## src/instruction_timing_pkg.sv

```systemverilog
// Constants and types for the instruction decode and timing block
package instruction_timing_pkg;
   localparam int INSTR_W     = 14;
   localparam int FILE_ADDR_W = 7;
   localparam int BIT_ADDR_W  = 3;
   localparam int LITERAL_W   = 11;
   localparam int FLAG_W      = 3;

   // Instruction cycle of four oscillator clocks
   localparam int         Q_PER_CYCLE = 4;
   localparam logic [1:0] Q_FIRST     = 2'h0;
   localparam logic [1:0] Q_READ      = 2'h1;
   localparam logic [1:0] Q_WRITE     = 2'h3;
   localparam logic [1:0] Q_LAST      = 2'(Q_PER_CYCLE - 1);

   localparam logic [1:0] ONE_CYCLE   = 2'h1;
   localparam logic [1:0] TWO_CYCLES  = 2'h2;

   // Field positions within the instruction word
   localparam int DEST_POS      = 7;
   localparam int BIT_ADDR_LSB  = 7;
   localparam int MOVE_PTR_POS  = 2;
   localparam int MOVE_DIR_POS  = 3;
   localparam int OFS_PTR_POS   = 6;
   localparam int OFS_DIR_POS   = 7;
   localparam int SKIP_POS      = 11;

   // Addresses of the two indirect access registers
   localparam logic [FILE_ADDR_W-1:0] INDIRECT0_ADDR = 7'h00;
   localparam logic [FILE_ADDR_W-1:0] INDIRECT1_ADDR = 7'h01;

   localparam logic [INSTR_W-1:0] NOP_WORD = 14'h0000;

   // Flag mask bit positions
   localparam int FLAG_CARRY = 0;
   localparam int FLAG_DIGIT = 1;
   localparam int FLAG_ZERO  = 2;
   localparam logic [2:0] FLAGS_ARITH = 3'h7;
   localparam logic [2:0] FLAGS_SHIFT = 3'h5;
   localparam logic [2:0] FLAGS_ZERO  = 3'h4;
   localparam logic [2:0] FLAGS_CARRY = 3'h1;

   // Control words of the 00_0000_0 group
   localparam logic [6:0] RETURN_OP               = 7'h08;
   localparam logic [6:0] INTERRUPT_RETURN_OP     = 7'h09;
   localparam logic [6:0] CALL_VIA_ACCUMULATOR_OP = 7'h0A;
   localparam logic [6:0] BRANCH_BY_ACCUMULATOR_OP = 7'h0B;
   localparam logic [2:0] INDIRECT_MOVE_GROUP     = 3'h1;

   // Upper nibble codes of the 11 group
   localparam logic [3:0] ADD_WITH_CARRY_OP   = 4'hD;
   localparam logic [3:0] SUB_WITH_BORROW_OP  = 4'hB;
   localparam logic [3:0] ARITH_SHIFT_OP      = 4'h7;
   localparam logic [3:0] LOGIC_LEFT_OP       = 4'h5;
   localparam logic [3:0] LOGIC_RIGHT_OP      = 4'h6;
   localparam logic [3:0] RETURN_WITH_LITERAL_OP = 4'h4;
   localparam logic [3:0] INDIRECT_OFFSET_OP  = 4'hF;

   typedef enum logic [1:0] {
      CLASS_BYTE,
      CLASS_BIT,
      CLASS_LITCTRL
   } instr_class_t;

   typedef enum {
      CYC_EXEC,
      CYC_INDIRECT,
      CYC_FLUSH
   } cyc_kind_t;
endpackage

```

## src/instruction_timing_decode.sv

```systemverilog
// Instruction decode, cycle timing and read-modify-write strobes
// Operation
// - One 14-bit word carries opcode and all operands, no extension words
// - Each opcode falls in byte, bit or literal-and-control class
// - Instructions outside multi-cycle groups finish in one cycle
// - Both subroutine calls take two instruction cycles
// - Return, literal return and interrupt return take two cycles
// - Jumps, branches and skip instructions take two cycles
// - Indirect access through pointer into program memory adds one cycle
// - One instruction cycle is four oscillator clocks
// - File register writes run as read, modify, then store
// - The addressed file register is read even for write-only ops
// - Destination bit clear routes to accumulator, set to file
// - File address field spans 128 locations 0x00 to 0x7F
// - Bit field selects one bit of an eight-bit register
// - Pointer field selects one of two pointers and access registers
// - Two-bit mode picks increment or decrement, before or after
// - Don't-care word bits never change the decoded behaviour
// - Add with carry decodes as byte op, updates carry, digit, zero
module instruction_timing_decode
   import instruction_timing_pkg::*;
(
   input  wire logic                   clk,
   input  wire logic                   rst_n,
   input  wire logic [INSTR_W-1:0]     instrWord,
   input  wire logic [1:0]             ptrInProgMem,
   output logic [1:0]                  qPhase,
   output logic                        fetchAccept,
   output instr_class_t                instrClass,
   output logic [FILE_ADDR_W-1:0]      fileAddr,
   output logic                        destToFile,
   output logic [BIT_ADDR_W-1:0]       bitAddr,
   output logic [LITERAL_W-1:0]        literal,
   output logic                        ptrSel,
   output logic [1:0]                  ptrUpdateMode,
   output logic                        ptrDecrement,
   output logic                        ptrBeforeAccess,
   output logic                        indirectAccess,
   output logic                        callOp,
   output logic                        returnOp,
   output logic                        flowChange,
   output logic [FLAG_W-1:0]           flagMask,
   output logic [1:0]                  cycleCount,
   output logic                        indirectStall,
   output logic                        flushActive,
   output logic                        fileReadStrobe,
   output logic                        fileWriteStrobe,
   output logic                        accWriteStrobe
);

   instr_class_t     cls;
   logic             rdF;
   logic             wrF;
   logic             wrA;
   logic             flow;
   logic             call;
   logic             ret;
   logic             ind;
   logic             ptr;
   logic [1:0]       mode;
   logic [2:0]       flags;
   logic             slowInd;
   logic [3:0]       hi;

   // Decode of the incoming word; only defined fields are looked at
   always_comb begin
      hi    = instrWord[11:8];
      cls   = CLASS_LITCTRL;
      rdF   = 1'b0;
      wrF   = 1'b0;
      wrA   = 1'b0;
      flow  = 1'b0;
      call  = 1'b0;
      ret   = 1'b0;
      ind   = 1'b0;
      ptr   = 1'b0;
      mode  = instrWord[1:0];
      flags = 3'h0;
      case (instrWord[13:12])
         2'h1: begin
            cls = CLASS_BIT;
            rdF = 1'b1;
            if (instrWord[SKIP_POS]) begin
               flow = 1'b1;
            end else begin
               wrF = 1'b1;
            end
         end
         2'h2: begin
            flow = 1'b1;
            call = ~instrWord[SKIP_POS];
         end
         2'h3: begin
            case (hi)
               ADD_WITH_CARRY_OP, SUB_WITH_BORROW_OP,
               ARITH_SHIFT_OP, LOGIC_LEFT_OP, LOGIC_RIGHT_OP: begin
                  cls   = CLASS_BYTE;
                  rdF   = 1'b1;
                  wrF   = instrWord[DEST_POS];
                  wrA   = ~instrWord[DEST_POS];
                  flags = (hi == ADD_WITH_CARRY_OP ||
                           hi == SUB_WITH_BORROW_OP) ?
                          FLAGS_ARITH : FLAGS_SHIFT;
               end
               RETURN_WITH_LITERAL_OP: begin
                  ret = 1'b1;
                  wrA = 1'b1;
               end
               4'h2, 4'h3: flow = 1'b1;
               INDIRECT_OFFSET_OP: begin
                  ind = 1'b1;
                  ptr = instrWord[OFS_PTR_POS];
                  rdF = 1'b1;
                  wrF = instrWord[OFS_DIR_POS];
                  wrA = ~instrWord[OFS_DIR_POS];
                  mode = 2'h0;
               end
               4'hE, 4'hC: begin
                  wrA   = 1'b1;
                  flags = FLAGS_ARITH;
               end
               4'h8, 4'h9, 4'hA: begin
                  wrA   = 1'b1;
                  flags = FLAGS_ZERO;
               end
               4'h0: wrA = 1'b1;
               default: wrA = 1'b0;
            endcase
         end
         default: begin
            if (hi != 4'h0) begin
               cls = CLASS_BYTE;
               rdF = (hi != 4'h1) || instrWord[DEST_POS];
               wrF = instrWord[DEST_POS];
               wrA = ~instrWord[DEST_POS];
               case (hi)
                  4'hB, 4'hF: flow = 1'b1;
                  4'h7, 4'h2: flags = FLAGS_ARITH;
                  4'hD, 4'hC: flags = FLAGS_CARRY;
                  4'hE:       flags = 3'h0;
                  default:    flags = FLAGS_ZERO;
               endcase
            end else if (instrWord[DEST_POS]) begin
               cls = CLASS_BYTE;
               rdF = 1'b1;
               wrF = 1'b1;
            end else if (instrWord[6:4] == INDIRECT_MOVE_GROUP) begin
               ind = 1'b1;
               ptr = instrWord[MOVE_PTR_POS];
               rdF = 1'b1;
               wrF = instrWord[MOVE_DIR_POS];
               wrA = ~instrWord[MOVE_DIR_POS];
               if (!instrWord[MOVE_DIR_POS]) begin
                  flags = FLAGS_ZERO;
               end
            end else begin
               case (instrWord[6:0])
                  RETURN_OP, INTERRUPT_RETURN_OP: ret = 1'b1;
                  CALL_VIA_ACCUMULATOR_OP: begin
                     call = 1'b1;
                     flow = 1'b1;
                  end
                  BRANCH_BY_ACCUMULATOR_OP: flow = 1'b1;
                  default: flow = 1'b0;
               endcase
            end
         end
      endcase
      if (cls != CLASS_LITCTRL && rdF &&
          (instrWord[6:0] == INDIRECT0_ADDR ||
           instrWord[6:0] == INDIRECT1_ADDR)) begin
         ind = 1'b1;
         ptr = instrWord[0];
      end
   end

   assign slowInd = ind & ptrInProgMem[ptr];

   cyc_kind_t   kindReg;
   cyc_kind_t   kindNext;
   logic [1:0]  qReg;
   logic        hasIndReg;
   logic        hasFlushReg;
   logic        rdReg;
   logic        wrFReg;
   logic        wrAReg;
   logic        lastCycle;
   logic        dataCycle;

   always_comb begin
      kindNext  = CYC_EXEC;
      lastCycle = 1'b0;
      case (kindReg)
         CYC_EXEC: begin
            if (hasIndReg) begin
               kindNext = CYC_INDIRECT;
            end else if (hasFlushReg) begin
               kindNext = CYC_FLUSH;
            end else begin
               lastCycle = 1'b1;
            end
         end
         CYC_INDIRECT: begin
            if (hasFlushReg) begin
               kindNext = CYC_FLUSH;
            end else begin
               lastCycle = 1'b1;
            end
         end
         CYC_FLUSH: lastCycle = 1'b1;
         default:   lastCycle = 1'b1;
      endcase
   end

   assign fetchAccept = (qReg == Q_LAST) && lastCycle;

   // Oscillator phase within the instruction cycle
   always_ff @(posedge clk or negedge rst_n) begin
      if (!rst_n) begin
         qReg <= Q_FIRST;
      end else begin
         qReg <= 2'(qReg + 2'h1);
      end
   end

   always_ff @(posedge clk or negedge rst_n) begin
      if (!rst_n) begin
         kindReg <= CYC_EXEC;
      end else if (qReg == Q_LAST) begin
         kindReg <= kindNext;
      end
   end

   // Whole word taken at once; core starts on a no-op after reset
   always_ff @(posedge clk or negedge rst_n) begin
      if (!rst_n) begin
         instrClass    <= CLASS_BYTE;
         fileAddr      <= NOP_WORD[6:0];
         destToFile    <= 1'b0;
         bitAddr       <= 3'h0;
         literal       <= 11'h000;
         ptrSel        <= 1'b0;
         ptrUpdateMode <= 2'h0;
         indirectAccess <= 1'b0;
         callOp        <= 1'b0;
         returnOp      <= 1'b0;
         flowChange    <= 1'b0;
         flagMask      <= 3'h0;
         cycleCount    <= ONE_CYCLE;
         hasIndReg     <= 1'b0;
         hasFlushReg   <= 1'b0;
         rdReg         <= 1'b0;
         wrFReg        <= 1'b0;
         wrAReg        <= 1'b0;
      end else if (fetchAccept) begin
         instrClass    <= cls;
         fileAddr      <= instrWord[6:0];
         destToFile    <= instrWord[DEST_POS];
         bitAddr       <= instrWord[BIT_ADDR_LSB +: BIT_ADDR_W];
         literal       <= instrWord[LITERAL_W-1:0];
         ptrSel        <= ptr;
         ptrUpdateMode <= mode;
         indirectAccess <= ind;
         callOp        <= call;
         returnOp      <= ret;
         flowChange    <= flow;
         flagMask      <= flags;
         cycleCount    <= 2'(((flow | ret) ? TWO_CYCLES : ONE_CYCLE)
                             + {1'b0, slowInd});
         hasIndReg     <= slowInd;
         hasFlushReg   <= flow | ret;
         rdReg         <= rdF;
         wrFReg        <= wrF;
         wrAReg        <= wrA;
      end
   end

   // Counter modes act only on indirect moves; pre when mode bit 1 clear
   assign ptrDecrement    = ptrUpdateMode[0];
   assign ptrBeforeAccess = ~ptrUpdateMode[1];

   // The extra cycle carries the program memory read, so data moves then
   assign dataCycle = hasIndReg ? (kindReg == CYC_INDIRECT)
                                : (kindReg == CYC_EXEC);

   assign qPhase          = qReg;
   assign indirectStall   = (kindReg == CYC_INDIRECT);
   assign flushActive     = (kindReg == CYC_FLUSH);
   assign fileReadStrobe  = rdReg && dataCycle && qReg == Q_READ;
   assign fileWriteStrobe = wrFReg && dataCycle && qReg == Q_WRITE;
   assign accWriteStrobe  = wrAReg && dataCycle && qReg == Q_WRITE;

   a_phase_wrap: assert property (
      @(posedge clk) disable iff (!rst_n)
      qPhase == Q_LAST |=> qPhase == Q_FIRST)
      else $error("phase did not wrap after four clocks");

   a_accept_space: assert property (
      @(posedge clk) disable iff (!rst_n)
      fetchAccept |=> !fetchAccept [*3])
      else $error("instruction taken inside one cycle");

   a_single_cycle: assert property (
      @(posedge clk) disable iff (!rst_n)
      fetchAccept ##1 (cycleCount == ONE_CYCLE) |-> ##3 fetchAccept)
      else $error("single-cycle instruction ran long");

   a_call_length: assert property (
      @(posedge clk) disable iff (!rst_n)
      fetchAccept ##1 (callOp && !indirectAccess)
      |-> !fetchAccept [*7] ##1 fetchAccept)
      else $error("call did not take two cycles");

   a_return_length: assert property (
      @(posedge clk) disable iff (!rst_n)
      fetchAccept ##1 returnOp |-> !fetchAccept [*7] ##1 fetchAccept)
      else $error("return did not take two cycles");

   a_flow_flush: assert property (
      @(posedge clk) disable iff (!rst_n)
      fetchAccept ##1 (flowChange && !indirectAccess)
      |-> ##4 (flushActive && !fileWriteStrobe) [*4])
      else $error("flow change did not run a no-op cycle");

   a_indirect_extra: assert property (
      @(posedge clk) disable iff (!rst_n)
      fetchAccept && slowInd |=> ##4 indirectStall [*4])
      else $error("missing extra cycle for program memory pointer");

   a_rmw_order: assert property (
      @(posedge clk) disable iff (!rst_n)
      fileWriteStrobe |-> $past(fileReadStrobe, 2))
      else $error("file write without preceding read");

   a_dest_route: assert property (
      @(posedge clk) disable iff (!rst_n)
      (fileWriteStrobe || accWriteStrobe) && instrClass == CLASS_BYTE
      |-> fileWriteStrobe == destToFile)
      else $error("result routed against destination bit");

   a_carry_flags: assert property (
      @(posedge clk) disable iff (!rst_n)
      fetchAccept && instrWord[13:12] == 2'h3 && hi == ADD_WITH_CARRY_OP
      |=> flagMask == FLAGS_ARITH && instrClass == CLASS_BYTE)
      else $error("add with carry decoded wrongly");

endmodule

```

## config.mk

```make
export PLATFORM = sky130hd
export DESIGN_NAME = instruction_timing_decode
export DESIGN_NICKNAME = d
export VERILOG_FILES = /design/src/instruction_timing_pkg.sv /design/src/instruction_timing_decode.sv
export SDC_FILE = /design/constraint.sdc
export NUM_CORES = 1
export LEC_CHECK = 0
export ABC_CLOCK_PERIOD_IN_PS = 2090
export BUFFER_PORTS_ARGS = -buffer_cell sky130_fd_sc_hd__buf_2
export CORE_MARGIN = 10
export CORE_UTILIZATION = 45
export DETAILED_ROUTE_END_ITERATION = 8
export PLACE_DENSITY = 0.72
export SLEW_MARGIN = 20
export SYNTH_ARGS = -nofsm -noshare
export SYNTH_HDL_FRONTEND = slang
export SYNTH_SLANG_ARGS = --single-unit
```

## constraint.sdc

```tcl
create_clock -name clk -period 2.09 [get_ports clk]
set_clock_uncertainty 0.1 [all_clocks]
set_input_delay 0.418 -clock clk [delete_from_list [all_inputs] [get_ports clk]]
set_output_delay 0.418 -clock clk [all_outputs]
set_load 0.05 [all_outputs]
```

## Word level (Yosys, flattened, before mapping)

Cells that the tools add are included.

- Bits in registers: 75
- Input port bits: 18
- Output and inout port bits: 46
- Word-level logic and storage cells: 160

- $add $sub $neg: 2
- $lt $le $gt $ge: 1
- Equal/unequal tests: 30
- Multiplexer cells: 70
- Bitwise logic cells: 6
- Reduce and logical (&&, ||, !) cells: 31

Operator list:

| cell | count |
|---|---|
| zero test 32 bit | 2 |
| 2-to-1 mux 1 bit | 42 |
| equality test 32 x 1 -> 1 bit, second input constant | 1 |
| equality test 32 x 2 -> 1 bit, second input constant | 1 |
| equality test 32 x 3 -> 1 bit, second input constant | 1 |
| equality test 4 bit, second input constant | 8 |
| equality test 7 x 4 -> 1 bit, second input constant | 4 |
| 2-to-1 mux 2 bit | 9 |
| case mux 3 bit (3 select lines) | 2 |
| OR reduction 2 bit | 9 |
| equality test 4 x 3 -> 1 bit, second input constant | 4 |
| case mux 1 bit (2 select lines) | 7 |
| 2-to-1 mux 3 bit | 4 |
| logical AND 1 bit | 9 |
| case mux 1 bit (3 select lines) | 3 |
| equality test 4 x 2 -> 1 bit, second input constant | 2 |
| equality test 7 x 1 -> 1 bit, second input constant | 1 |
| zero test 7 bit | 1 |
| OR reduction 7 bit | 1 |
| equality test 2 bit, second input constant | 3 |
| case mux 2 bit (3 select lines) | 1 |
| case mux 3 bit (2 select lines) | 1 |
| OR reduction 3 bit | 2 |
| OR reduction 6 bit | 1 |
| other kinds (15) | 21 |

## Logic depth before layout (Yosys ltp)

Gate-level depths: netlist of run 1.

- Depth after elaboration: 12
- Depth in mapped cells: 8
- Depth with buffers taken out: 7

## Worst setup path after synthesis of run 1

Ideal clock, no wire load.

- Path type: in2reg
- Start point: input instrWord[8]
- End point: register cycleCount[0]
- Setup time: 79 ps
- Arrival time: 2345 ps
- Required time: 1911 ps
- Slack: -434 ps
- Stages on the path: 8
- Buffers on the path: 1
- Cell sequence: buf_6 -> or4_4 -> o311ai_1 -> nor4_1 -> and3b_1 -> or3_1 -> ha_1 -> o21ai_0

- Cells in the longest elaborated chain, start to end: 12
- Elaborated cells between the ends (all ways): 46
- Those cells by class: 1 x add/sub; 11 x eq/ne; 24 x mux; 2 x bitwise; 8 x reduce/logical

Ends and longest elaborated chain:

| element | line | source |
|---|---|---|
| from (decl) | instruction_timing_decode.sv:25 | `input wire logic [INSTR_W-1:0] instrWord,` |
| equality test 4 bit, or another cell as far along | instruction_timing_decode.sv:94 | `case (hi)` |
| OR reduction 5 bit | instruction_timing_decode.sv:94 |  |
| 2-to-1 mux 2 bit | instruction_timing_decode.sv:94 |  |
| case mux 2 bit (3 select lines) | instruction_timing_decode.sv:79 | `case (instrWord[13:12])` |
| != test 2 bit | instruction_timing_decode.sv:169 | `if (cls != CLASS_LITCTRL && rdF &&` |
| logical AND 1 bit (2 in a row) | instruction_timing_decode.sv:169 |  |
| 2-to-1 mux 1 bit | instruction_timing_decode.sv:169 |  |
| 2-to-1 mux 1 bit (not written as such) (2 in a row) | instruction_timing_decode.sv:177 | `assign slowInd = ind & ptrInProgMem[ptr];` |
| bitwise AND 1 bit | instruction_timing_decode.sv:177 |  |
| adder 2 x 1 -> 2 bit * | instruction_timing_decode.sv:269 | `+ {1'b0, slowInd});` |
| to (signal assigned) | instruction_timing_decode.sv:268 | `cycleCount <= 2'(((flow \| ret) ? TWO_CYCLES : ONE_CYCLE)` |
| to (decl) | instruction_timing_decode.sv:43 | `output logic [1:0] cycleCount,` |

Mark *: on every way between the ends. The rest lies on a longest branch, timed or not. The select of a mux whose other input is x is not followed.
A chain may end at the register's enable or synchronous reset.

## Final worst setup path of run 1

- Start point: input instrWord[11]
- End point: register cycleCount[0]

Same word-level chain as after synthesis.

==> Implementation_results.wiki, run 1 <==
{| class="wikitable"
! Metric !! Value
|-
| Final HPWL from detailed placement || ~5000 um
|-
| Share of the synthesized netlist area taken by xor and xnor gates || less than 1%
|-
| Share of the synthesized area in compound gates (AO/OA/AOI/OAI) || around a fifth
|-
| Worst min-delay path category || in -> reg
|-
| Nets || 359
|-
| Fmax || 444 MHz
|-
| Clock tree from TritonCTS || done
|-
| Post-synth EDFFs || 0
|-
| Library cell occupying the most area in the post-synthesis netlist || dfrtp_1
|-
| Critical Path End || cycleCount[0]
|-
| Final setup viols || 2
|-
| Number of diodes || 0
|-
| Number of instances in the synthesized netlist || 247
|-
| First-pass GRT wire length || just over 10000 um
|-
| Fraction of the yosys area taken by sequential cells || 41.7%
|-
| Proportion of synthesized flip-flops having asynchronous set or reset || 100%
|-
| Global routing usage summed across all routing layers || between 15 and 20%
|-
| Sum of negative setup slack || -0.206 ns
|-
| Flop-to-flop setup slack || ~0.53 ns
|-
| Clock-pin slew reported for the worst setup and hold paths after clock tree synthesis || around 0.070 ns
|-
| Count of cell types in the netlist || a little over 50
|-
| Yosys Warn Count || 0
|-
| Area grow syn2layout || 40.0%
|-
| Number of design-rule violations left by the first detailed-router iteration || between 100 and 150
|-
| Crit-path max FO || 3
|-
| Crit start category || input pin
|-
| Worst reg2reg endpoint || flagMask[1]
|-
| Length in cells of the worst reg-to-reg path || 6
|-
| #FFs+latches synth || 34
|-
| Max transition margin || about three quarters
|-
| Register with the highest flop count || fileAddr
|-
| Vias in the first global route || between 2000 and 2500
|-
| Cells along the critical path || buf_8 -> or4_4 -> nor3_4 -> a32o_2 -> mux2i_1 -> or3_1 -> ha_2 -> o21ai_2
|-
| Maximum number of pins on one net before global-route repair || 44
|-
| Die span in y || 87.4 um
|-
| Number of antenna violations at the first check in global routing || 0
|-
| CTS Root Buffer Type || clkbuf_8
|-
| Routed wire per std cell || 15.9 um
|-
| Via count || between 2000 and 2500
|-
| Registers with the most flip-flops || fileAddr: 6 flops, flagMask: 3 flops, literal: 3 flops
|-
| Cell types occupying the most area after synthesis || dfrtp_1 (40%), nand2_1 (12%), o21ai_0 (4.4%)
|-
| Startpoint of the worst register-to-register path || kindReg[0]
|-
| Worst Setup Path Type || in -> reg
|-
| Critical Path End Type || register
|-
| Synthesized Nets || 268
|-
| Commonest cells post-synth || nand2_1 (63), dfrtp_1 (33), o21ai_0 (18), nor2_1 (16)
|-
| Maximum level of the CTS H-tree || 2
|-
| IO Port Bufs || 63
|-
| Post-synthesis average cell area || slightly above 8 sq um
|-
| Worst hold slack across all endpoints || roughly 0.28 ns
|-
| Final weighted congestion of routability-driven global placement || slightly below 1
|-
| Unrepaired setup endpoints after global routing || yes
|-
| Number of nets with antenna violations after detailed routing || 0
|-
| Sum of overflow across all layers after global routing || 0
|-
| Pins Over Slew Limit || 0
|-
| Total wirelength of the detailed-routed design || a little over 6000 um
|-
| Share of layout cells above drive strength 1 || 41.3%
|-
| P per Cell Area || between 1000 and 1500 nW/um^2
|-
| Hold violation count in the final report || 0
|-
| Minimum setup slack in the final design || -0.161 ns
|-
| Predominant post-synthesis flop cell || dfrtp_1
|-
| Data arrival at the endpoint of the critical path || approximately 2.4 ns
|-
| Start point of the critical path || instrWord[11]
|-
| CTS max path bufs || 2
|-
| DRC violation count after routing || 0
|-
| Number of flip-flops under the largest register name || 6
|-
| Critical path's top delay family || simple AND/OR/NAND/NOR gates
|-
| Max stage delay cell, worst path || or4_4
|-
| Combinational family with the most area after synthesis || simple AND/OR/NAND/NOR gates
|-
| Die Wd || between 80 and 90 um
|-
| Floorplan Core Area || between 4000 and 5000 sq um
|-
| Period utilization || 108%
|-
| Initial core utilization || 46.6%
|-
| Failing checks || setup timing
|-
| Proportion of netlist area held by the largest area contributor || approximately two fifths
|-
| Required time reported for the critical path endpoint || between 2 and 2.5 ns
|-
| Number of max-cap violations || 0
|-
| Post-Synthesis Cell Area || between 2000 and 2500 sq um
|-
| Area fraction in and, or, nand and nor cells after synthesis || 25.6%
|-
| Number of clock sinks seen by CTS || 34
|-
| IR drop worst, VDD || 0.000844 V
|-
| Cell depth of the worst setup path || 8
|-
| Run status || finished, violations left
|-
| Iteration count of the initial detailed-routing pass || 4
|-
| Slowest stage delay, CP || ~0.57 ns
|-
| Skew-Pair Late Insertion Delay || about 0.29 ns
|-
| Reported leakage power || ~1.5 nW
|-
| Count leader, synth || nand2_1
|-
| Die Footprint || around 7600 sq um
|-
| Total number of placement rows || 24
|-
| Final critical path time including I/O delays and setup || 2.25 ns
|-
| Critical path buffers and inverters || 1
|-
| Share of cell area taken by muxes after synthesis || between 1 and 1.5%
|-
| Number of clock buffers inserted by TritonCTS || 5
|-
| Post-synthesis share of cell area spent on full adders, half adders and majority gates || roughly 1.8%
|-
| Io pins || 64
|-
| Vias per std cell || about 5.2
|-
| Slew at the pin closest to its max-slew limit || 0.394 ns
|}
cell usage in the layout (no fill, tap or decap), drive strengths merged, types with 4 or more instances in the layout:
cell    count
clkbuf      8
dfrtp      33
nor2       16
o21ai      21
nor3        4
buf       106
inv        12
nand2      63
a21oi       8
metrics by stage:
step                      utilization, %  total power, mW  worst slack [ns]  instances  cell area, sq um
after floorplan                        -             2.65            -0.323        247              2100
after global placement              61.2             3.01            -0.481        380              2680
after detailed placement            61.2             3.05            -0.560        380              2680
after CTS                           64.7             3.58            -0.143        391              2840
after global routing                65.2             3.73            -0.191        391              2860
final                               65.2             3.55            -0.161        391              2860
layout make-up:
| type | instances | area, sq um |
|---|---|---|
| inverter | 12 | 45.0 |
| tap | 52 | 65.1 |
| clock buffer | 6 | 82.6 |
| clock inverter | 2 | 12.5 |
| timing repair buffer | 109 | 709 |
| multi-input combinational | 176 | 1090 |
| sequential | 34 | 855 |
| fill | 389 | 1520 |
repair_timing:
item	4_1_cts	5_1_grt
hold buffers	1	0
endpoints found under the hold margin	16	0
setup buffers	2	0
pin swaps	2	1
setup endpoints to repair	4	4
gates resized for setup	9	5
power breakdown:
group	internal, mW	switching, mW
clock network	0.265	0.256
registers	0.895	0.153
logic	0.424	1.56
worst min path at each step:
| stage | startpoint | end | slack (ns) | cells after the start |
|---|---|---|---|---|
| global route | instrWord[4] | fileAddr[4] | 0.28 | 3 |
| floorplan | rst_n | bitAddr[0] | 0.02 | 0 |
| finish | instrWord[4] | fileAddr[4] | 0.28 | 3 |
| detailed placement | rst_n | wrAReg | 0.27 | 1 |
| CTS | instrWord[4] | fileAddr[4] | 0.26 | 3 |
| global placement | rst_n | wrAReg | 0.26 | 1 |
kinds of logic after synthesis:
kind of cell             after synthesis
AO/OA/AOI/OAI                         60
XOR/XNOR                               1
adder cells (fa/ha/maj)                3
buffers and inverters                 37
flip-flops                            34
multiplexers                           2
AND/OR/NAND/NOR                      110
worst min-delay path, cell delays in order:
cell and delay (ns):
buf_2 0.12, nand2_1 0.06, nand2_1 0.05
layer usage:
| metal | routed length (um) | global-route usage (%) |
|---|---|---|
| met1 | 2630 | 20.3 |
| met2 | 3080 | 27.1 |
| met3 | 399 | 4.68 |
| met4 | 114 | 6.81 |
| met5 | 0 | 0 |
Power figures use the tool's default switching activity.
==> run 2: changes to the inputs <==
GPL_TIMING_DRIVEN = 0   (was unset)
==> run 2 against run 1 <==
Against the previous run:
- via count grew 0.34%
- the flow still finishes with violations (setup timing)
- design area shrank 3.3%
- power grew 3.2%
- combinational power grew 6%
- die area is the same
- setup slack gained 0.0038 ns
- fmax grew 0.17%
- critical path depth is the same
- largest power group unchanged
- non-clock buffer count shrank 15
- critical path type unchanged
==> Implementation_results.wiki, run 2 (same netlist as run 1, synthesis figures left out) <==
{| class="wikitable"
! Metric !! Value
|-
| Max transition margin || 48.8% (was 73.8%)
|-
| Worst min-delay path category || in -> async (was in -> reg)
|-
| Initial core utilization || 46.6% (unchanged)
|-
| Registers with the most flip-flops || fileAddr: 6 flops, flagMask: 3 flops, literal: 3 flops (unchanged)
|-
| Die Footprint || 7640 sq um (unchanged)
|-
| Nets || 344 (was 359)
|-
| Die Wd || 87.4 um (unchanged)
|-
| Amount of wire on met3 after detailed routing || 504 um (was 399 um)
|-
| Total Power Consumption || 3.66 mW (was 3.55 mW)
|-
| Sum of overflow across all layers after global routing || 0 (unchanged)
|-
| Max stage delay cell, worst path || or4_4 (unchanged)
|-
| Iteration count of the initial detailed-routing pass || 4 (unchanged)
|-
| Number of clock sinks seen by CTS || 34 (unchanged)
|-
| Crit start category || input pin (unchanged)
|-
| Vias in the first global route || 2021 (was 2088)
|-
| Routed wire per std cell || 16.5 um (was 15.9 um)
|-
| Worst hold slack across all endpoints || 0.101 ns (was 0.281 ns)
|-
| Total wirelength of the detailed-routed design || 6210 um (was 6220 um)
|-
| Start point of the critical path || instrWord[10] (was instrWord[11])
|-
| Length in cells of the worst reg-to-reg path || 7 (was 6)
|-
| IO Port Bufs || 62 (was 63)
|-
| CTS Root Buffer Type || clkbuf_8 (unchanged)
|-
| Critical Path End Type || register (unchanged)
|-
| Number of max-cap violations || 0 (unchanged)
|-
| Required time reported for the critical path endpoint || 2.20 ns (was 2.22 ns)
|-
| Number of nets with antenna violations after detailed routing || 0 (unchanged)
|-
| Most frequent cells in the layout || nand2_1 (63), buf_2 (57), dfrtp_1 (31) (was nand2_1 (63), buf_2 (59), buf_4 (43))
|-
| Clock-pin slew reported for the worst setup and hold paths after clock tree synthesis || 0.07 ns (about the same)
|-
| Flop-to-flop setup slack || 0.25 ns (was 0.53 ns)
|-
| CTS max path bufs || 2 (unchanged)
|-
| Period utilization || 108% (about the same)
|-
| Cells along the critical path || buf_8 -> or4_4 -> o311ai_4 -> nor4_4 -> and3b_1 -> or3_4 -> ha_4 -> o21ai_2 (was buf_8 -> or4_4 -> nor3_4 -> a32o_2 -> mux2i_1 -> or3_1 -> ha_2 -> o21ai_2)
|-
| Data arrival at the endpoint of the critical path || 2.35 ns (was 2.38 ns)
|-
| Skew-Pair Late Insertion Delay || 0.29 ns (about the same)
|-
| Maximum number of pins on one net before global-route repair || 35 (was 44)
|-
| Share of layout cells above drive strength 1 || 39.2% (was 41.3%)
|-
| Critical path's top delay family || simple AND/OR/NAND/NOR gates (unchanged)
|-
| Startpoint of the worst register-to-register path || kindReg[0] (unchanged)
|-
| Final HPWL from detailed placement || 4630 um (was 4950 um)
|-
| Final setup viols || 2 (unchanged)
|-
| Crit-path max FO || 6 (was 3)
|-
| Number of antenna violations at the first check in global routing || 0 (unchanged)
|-
| Worst Setup Path Type || in -> reg (unchanged)
|-
| IR drop worst, VDD || 0.000920 V (was 0.000844 V)
|-
| Utilization after layout || 63.1% (was 65.2%)
|-
| Maximum level of the CTS H-tree || 2 (unchanged)
|-
| Highest metal layer with signal wires || met4 (unchanged)
|-
| Final weighted congestion of routability-driven global placement || 0.946 (was 0.976)
|-
| Number of design-rule violations left by the first detailed-router iteration || 125 (was 118)
|-
| Critical path buffers and inverters || 1 (unchanged)
|-
| Number of diodes || 0 (unchanged)
|-
| Final instance count without filler cells || 376 (was 391)
|-
| Total number of placement rows || 24 (unchanged)
|-
| Worst reg2reg endpoint || rdReg (was flagMask[1])
|-
| Floorplan Core Area || 4380 sq um (unchanged)
|-
| Sum of negative setup slack || -0.243 ns (was -0.206 ns)
|-
| Fmax || 445 MHz (was 444 MHz)
|-
| Cell depth of the worst setup path || 8 (unchanged)
|-
| Final critical path time including I/O delays and setup || 2.25 ns (about the same)
|-
| Failing checks || setup timing (unchanged)
|-
| Via count || 2050 (was 2043)
|-
| Run status || finished, violations left (unchanged)
|-
| Hold violation count in the final report || 0 (unchanged)
|-
| Critical Path End || cycleCount[0] (unchanged)
|-
| Routed length on met2 || 3070 um (was 3080 um)
|-
| Number of clock buffers inserted by TritonCTS || 5 (unchanged)
|-
| Unrepaired setup endpoints after global routing || yes (unchanged)
|-
| Dpl cells || 361 (was 380)
|-
| Wire length on met1 || 2550 um (was 2630 um)
|-
| Register with the highest flop count || fileAddr (unchanged)
|-
| First-pass GRT wire length || 9900 um (was 10300 um)
|-
| Area grow syn2layout || 35.3% (was 40.0%)
|-
| Reported leakage power || 1.38 nW (was 1.47 nW)
|-
| Die span in y || 87.4 um (unchanged)
|-
| Number of flip-flops under the largest register name || 6 (unchanged)
|-
| Slew at the pin closest to its max-slew limit || 0.768 ns (was 0.394 ns)
|-
| Most common library cell in the layout ignoring fill and taps || nand2_1 (unchanged)
|-
| Pins Over Slew Limit || 0 (unchanged)
|-
| Clock tree from TritonCTS || done (unchanged)
|-
| Vias per std cell || 5.45 (was 5.23)
|-
| Minimum setup slack in the final design || -0.158 ns (was -0.161 ns)
|-
| Global routing usage summed across all routing layers || 15.8% (was 16.7%)
|-
| DRC violation count after routing || 0 (unchanged)
|-
| P per Cell Area || 1320 nW/um^2 (was 1240 nW/um^2)
|-
| Io pins || 64 (unchanged)
|-
| Slowest stage delay, CP || 0.58 ns (was 0.57 ns)
|}
run 2: cell count changes in the layout (fill, tap and decap cells not counted), moves of 3 or more:
cell,before,now
clkbuf_2,0,3
buf_4,43,21
clkbuf_1,0,7
buf_6,1,4
run 2: how the worst min path moves through the flow:
stage | slack, ns | depth (start not counted) | to | start
global placement | 0.35 | 1 | qPhase[0] | qPhase[0]
floorplan | 0.02 | 0 | bitAddr[0] | rst_n
global route | 0.17 | 1 | kindReg[0] | rst_n
detailed placement | 0.35 | 1 | qPhase[0] | qPhase[0]
CTS | 0.13 | 1 | wrFReg | rst_n
finish | 0.10 | 1 | wrFReg | rst_n
run 2: layout make-up:
| class | instances | area, sq um |
|---|---|---|
| fill | 395 | 1620 |
| clock inverter | 2 | 12.5 |
| buffer | 25 | 161 |
| inverter | 12 | 47.5 |
| multi-input combinational | 176 | 1140 |
| sequential | 34 | 855 |
| tap | 52 | 65.1 |
| timing repair buffer | 69 | 397 |
| clock buffer | 6 | 82.6 |
run 2: repair_timing:
item / in CTS / in global routing
resized for setup: 25 / 13
setup endpoints to repair: 5 / 6
buffers inserted: 5 / 2
hold buffers: 0 / 0
pin swaps: 12 / 8
run 2: power by group:
| part | internal [mW] | switching [mW] |
|---|---|---|
| combinational | 0.511 | 1.58 |
| clock | 0.265 | 0.251 |
| sequential | 0.895 | 0.162 |
run 2: through the flow:
step / setup slack, ns / area, sq um
4_1_cts: -0.204 / 2690
3_5_place_dp: -0.698 / 2470
6_report: -0.158 / 2770
5_1_grt: -0.200 / 2770
3_3_place_gp: -0.675 / 2470
2_1_floorplan: -0.323 / 2100
run 2: layer usage:
metal,vias up,GRT usage [%]
li1,994,-
met1,968,19.1
met2,80,26.3
met3,8,4.59
met4,0,4.64
met5,-,0
==> run 3: changes to the inputs <==
PLACE_DENSITY = 0.79   (was 0.72)
REMOVE_ABC_BUFFERS = 1   (was unset)
==> run 3 against run 2 <==
Against the previous run:
- the flow still finishes with violations (setup timing)
- non-clock buffer count down 16
- sequential share of layout area up 0.51 points
- clock-buffer cell count down 1
- utilization down 1.1 points
- global-route usage down 0.19 points
- register-to-register slack better by 0.04 ns
- fmax down 2.7%
- largest cell class unchanged
- highest routed layer unchanged
==> Implementation_results.wiki, run 3 (same netlist as run 1, synthesis figures left out) <==
{| class="wikitable"
! Metric !! Value
|-
| Most common library cell in the layout ignoring fill and taps || nand2_1 (unchanged)
|-
| Fmax || 433 MHz (was 445 MHz)
|-
| Register with the highest flop count || fileAddr (unchanged)
|-
| Nets || 329 (was 344)
|-
| Iteration count of the initial detailed-routing pass || 4 (unchanged)
|-
| Most frequent cells in the layout || nand2_1 (63), buf_2 (57), dfrtp_1 (32) (was nand2_1 (63), buf_2 (57), dfrtp_1 (31))
|-
| Worst hold slack across all endpoints || 0.0915 ns (was 0.101 ns)
|-
| Maximum number of pins on one net before global-route repair || 35 (unchanged)
|-
| Failing checks || setup timing (unchanged)
|-
| Clock group share of total power || 16.8% (was 14.1%)
|-
| Registers with the most flip-flops || fileAddr: 6 flops, flagMask: 3 flops, literal: 3 flops (unchanged)
|-
| Worst Setup Path Type || in -> reg (unchanged)
|-
| Routed wire per std cell || 16.9 um (was 16.5 um)
|-
| Die Wd || 87.4 um (unchanged)
|-
| Gate power share || 54.1% (was 57.0%)
|-
| Filler Cells Inserted || 395 (unchanged)
|-
| Number of clock buffers inserted by TritonCTS || 5 (unchanged)
|-
| Vias in the first global route || 1989 (was 2021)
|-
| Skew-Pair Late Insertion Delay || 0.29 ns (about the same)
|-
| Sum of overflow across all layers after global routing || 0 (unchanged)
|-
| Final setup viols || 4 (was 2)
|-
| Number of flip-flops under the largest register name || 6 (unchanged)
|-
| Cts hold-fix bufs || 0 (unchanged)
|-
| Fraction of power spent switching nets || 54.3% (was 54.4%)
|-
| Worst min-delay path category || in -> async (unchanged)
|-
| Dpl cells || 338 (was 361)
|-
| Number of diodes || 0 (unchanged)
|-
| Number of nets with antenna violations after detailed routing || 0 (unchanged)
|-
| Global routing usage summed across all routing layers || 15.6% (was 15.8%)
|-
| Share of layout cells above drive strength 1 || 37.2% (was 39.2%)
|-
| Final critical path time including I/O delays and setup || 2.31 ns (was 2.25 ns)
|-
| Final instance count without filler cells || 361 (was 376)
|-
| DRC violation count after routing || 0 (unchanged)
|-
| P per Cell Area || 1320 nW/um^2 (about the same)
|-
| Net switching component of the power || 1.95 mW (was 1.99 mW)
|-
| Number of design-rule violations left by the first detailed-router iteration || 119 (was 125)
|-
| Die span in y || 87.4 um (unchanged)
|-
| Run status || finished, violations left (unchanged)
|-
| Cell area after layout || 2720 sq um (was 2770 sq um)
|-
| Total number of placement rows || 24 (unchanged)
|-
| Clock-pin slew reported for the worst setup and hold paths after clock tree synthesis || 0.07 ns (about the same)
|-
| Initial core utilization || 46.6% (unchanged)
|-
| Unrepaired setup endpoints after global routing || yes (unchanged)
|-
| Total Power Consumption || 3.60 mW (was 3.66 mW)
|-
| Reported leakage power || 1.35 nW (was 1.38 nW)
|-
| Io pins || 64 (unchanged)
|-
| Crit-path max FO || 8 (was 6)
|-
| Total wirelength of the detailed-routed design || 6110 um (was 6210 um)
|-
| Vias per std cell || 5.54 (was 5.45)
|-
| Placed Area || 2310 sq um (was 2470 sq um)
|-
| Floorplan Core Area || 4380 sq um (unchanged)
|-
| Utilization after layout || 62.0% (was 63.1%)
|-
| CTS max path bufs || 2 (unchanged)
|-
| Max transition margin || 49.4% (was 48.8%)
|-
| Crit start category || input pin (unchanged)
|-
| Hold violation count in the final report || 0 (unchanged)
|-
| Pins Over Slew Limit || 0 (unchanged)
|-
| Maximum level of the CTS H-tree || 2 (unchanged)
|-
| Final HPWL from detailed placement || 4060 um (was 4630 um)
|-
| Data arrival at the endpoint of the critical path || 2.44 ns (was 2.35 ns)
|-
| Number of max-cap violations || 0 (unchanged)
|-
| Minimum setup slack in the final design || -0.219 ns (was -0.158 ns)
|-
| Final weighted congestion of routability-driven global placement || 0.889 (was 0.946)
|-
| Sum of negative setup slack || -0.494 ns (was -0.243 ns)
|-
| Via count || 2000 (was 2050)
|-
| Number of clock sinks seen by CTS || 34 (unchanged)
|-
| CTS Root Buffer Type || clkbuf_8 (unchanged)
|-
| Area grow syn2layout || 32.9% (was 35.3%)
|-
| Sequential share of power || 29.2% (was 28.9%)
|-
| IR drop worst, VDD || 0.000599 V (was 0.000920 V)
|-
| Internal power consumption || 1.64 mW (was 1.67 mW)
|-
| First-pass GRT wire length || 9710 um (was 9900 um)
|-
| Period utilization || 110% (was 108%)
|-
| IO Port Bufs || 63 (was 62)
|-
| Place WS || -0.819 ns (was -0.698 ns)
|-
| Required time reported for the critical path endpoint || 2.22 ns (was 2.20 ns)
|-
| Clock tree from TritonCTS || done (unchanged)
|-
| Number of antenna violations at the first check in global routing || 0 (unchanged)
|-
| Die Footprint || 7640 sq um (unchanged)
|-
| Slew at the pin closest to its max-slew limit || 0.759 ns (was 0.768 ns)
|-
| Critical Path End Type || register (unchanged)
|}
run 3: path summary, 6_finish.rpt:
| path | startpoint | end | slack (ns) | depth (start not counted) |
|---|---|---|---|---|
| setup / recovery | instrWord[9] | cycleCount[0] | -0.22 | 8 |
| max in group asynchronous | rst_n | qPhase[0] | 1.26 | 1 |
| hold / removal | rst_n | cycleCount[1] | 0.09 | 1 |
| setup reg to reg | kindReg[0] | flagMask[1] | 0.29 | 7 |
| min in group clk | instrWord[4] | fileAddr[4] | 0.29 | 3 |
| hold reg to reg | cycleCount[0] | cycleCount[0] | 0.38 | 2 |
run 3: power by group through the flow:
stage	clock network [mW]	logic, mW	registers (mW)
after CTS	0.610	1.95	1.05
after global routing	0.643	2.06	1.08
final	0.603	1.94	1.05
after global placement	0	1.89	1.04
after detailed placement	0	1.91	1.06
after floorplan	0	0.354	2.11
run 3: final cells by class:
type,count,area [sq um],share of cell area [%]
multi-input cells,177,1120,41.4
flip-flops and latches,34,853,31.4
repair buffers,78,517,19.0
clock buffers,5,68.8,2.53
well taps,52,65.1,2.40
inverters,12,48.8,1.80
clock inverters,3,40.0,1.47
run 3: timing repair:
action                     in CTS  in global routing
setup endpoints to repair      17                  6
gates resized for setup        27                  9
setup buffers                   8                  5
pin swaps                      12                 12
cloned                          2                  0
run 3: worst max-delay path: stages:
cell and delay [ns]:
buf_12 0.11, or4_4 0.55, buf_4 0.15, nor4b_2 0.46, nor2_1 0.08, o21a_1 0.27
ha_4 0.27, o21ai_2 0.12
run 3: per-layer routing:
metal	up-vias	routed length (um)	global-route usage [%]
li1	967	-	-
met1	957	2580	19.3
met2	69	3020	26.0
met3	7	456	4.49
met4	0	57	3.48
met5	-	0	0
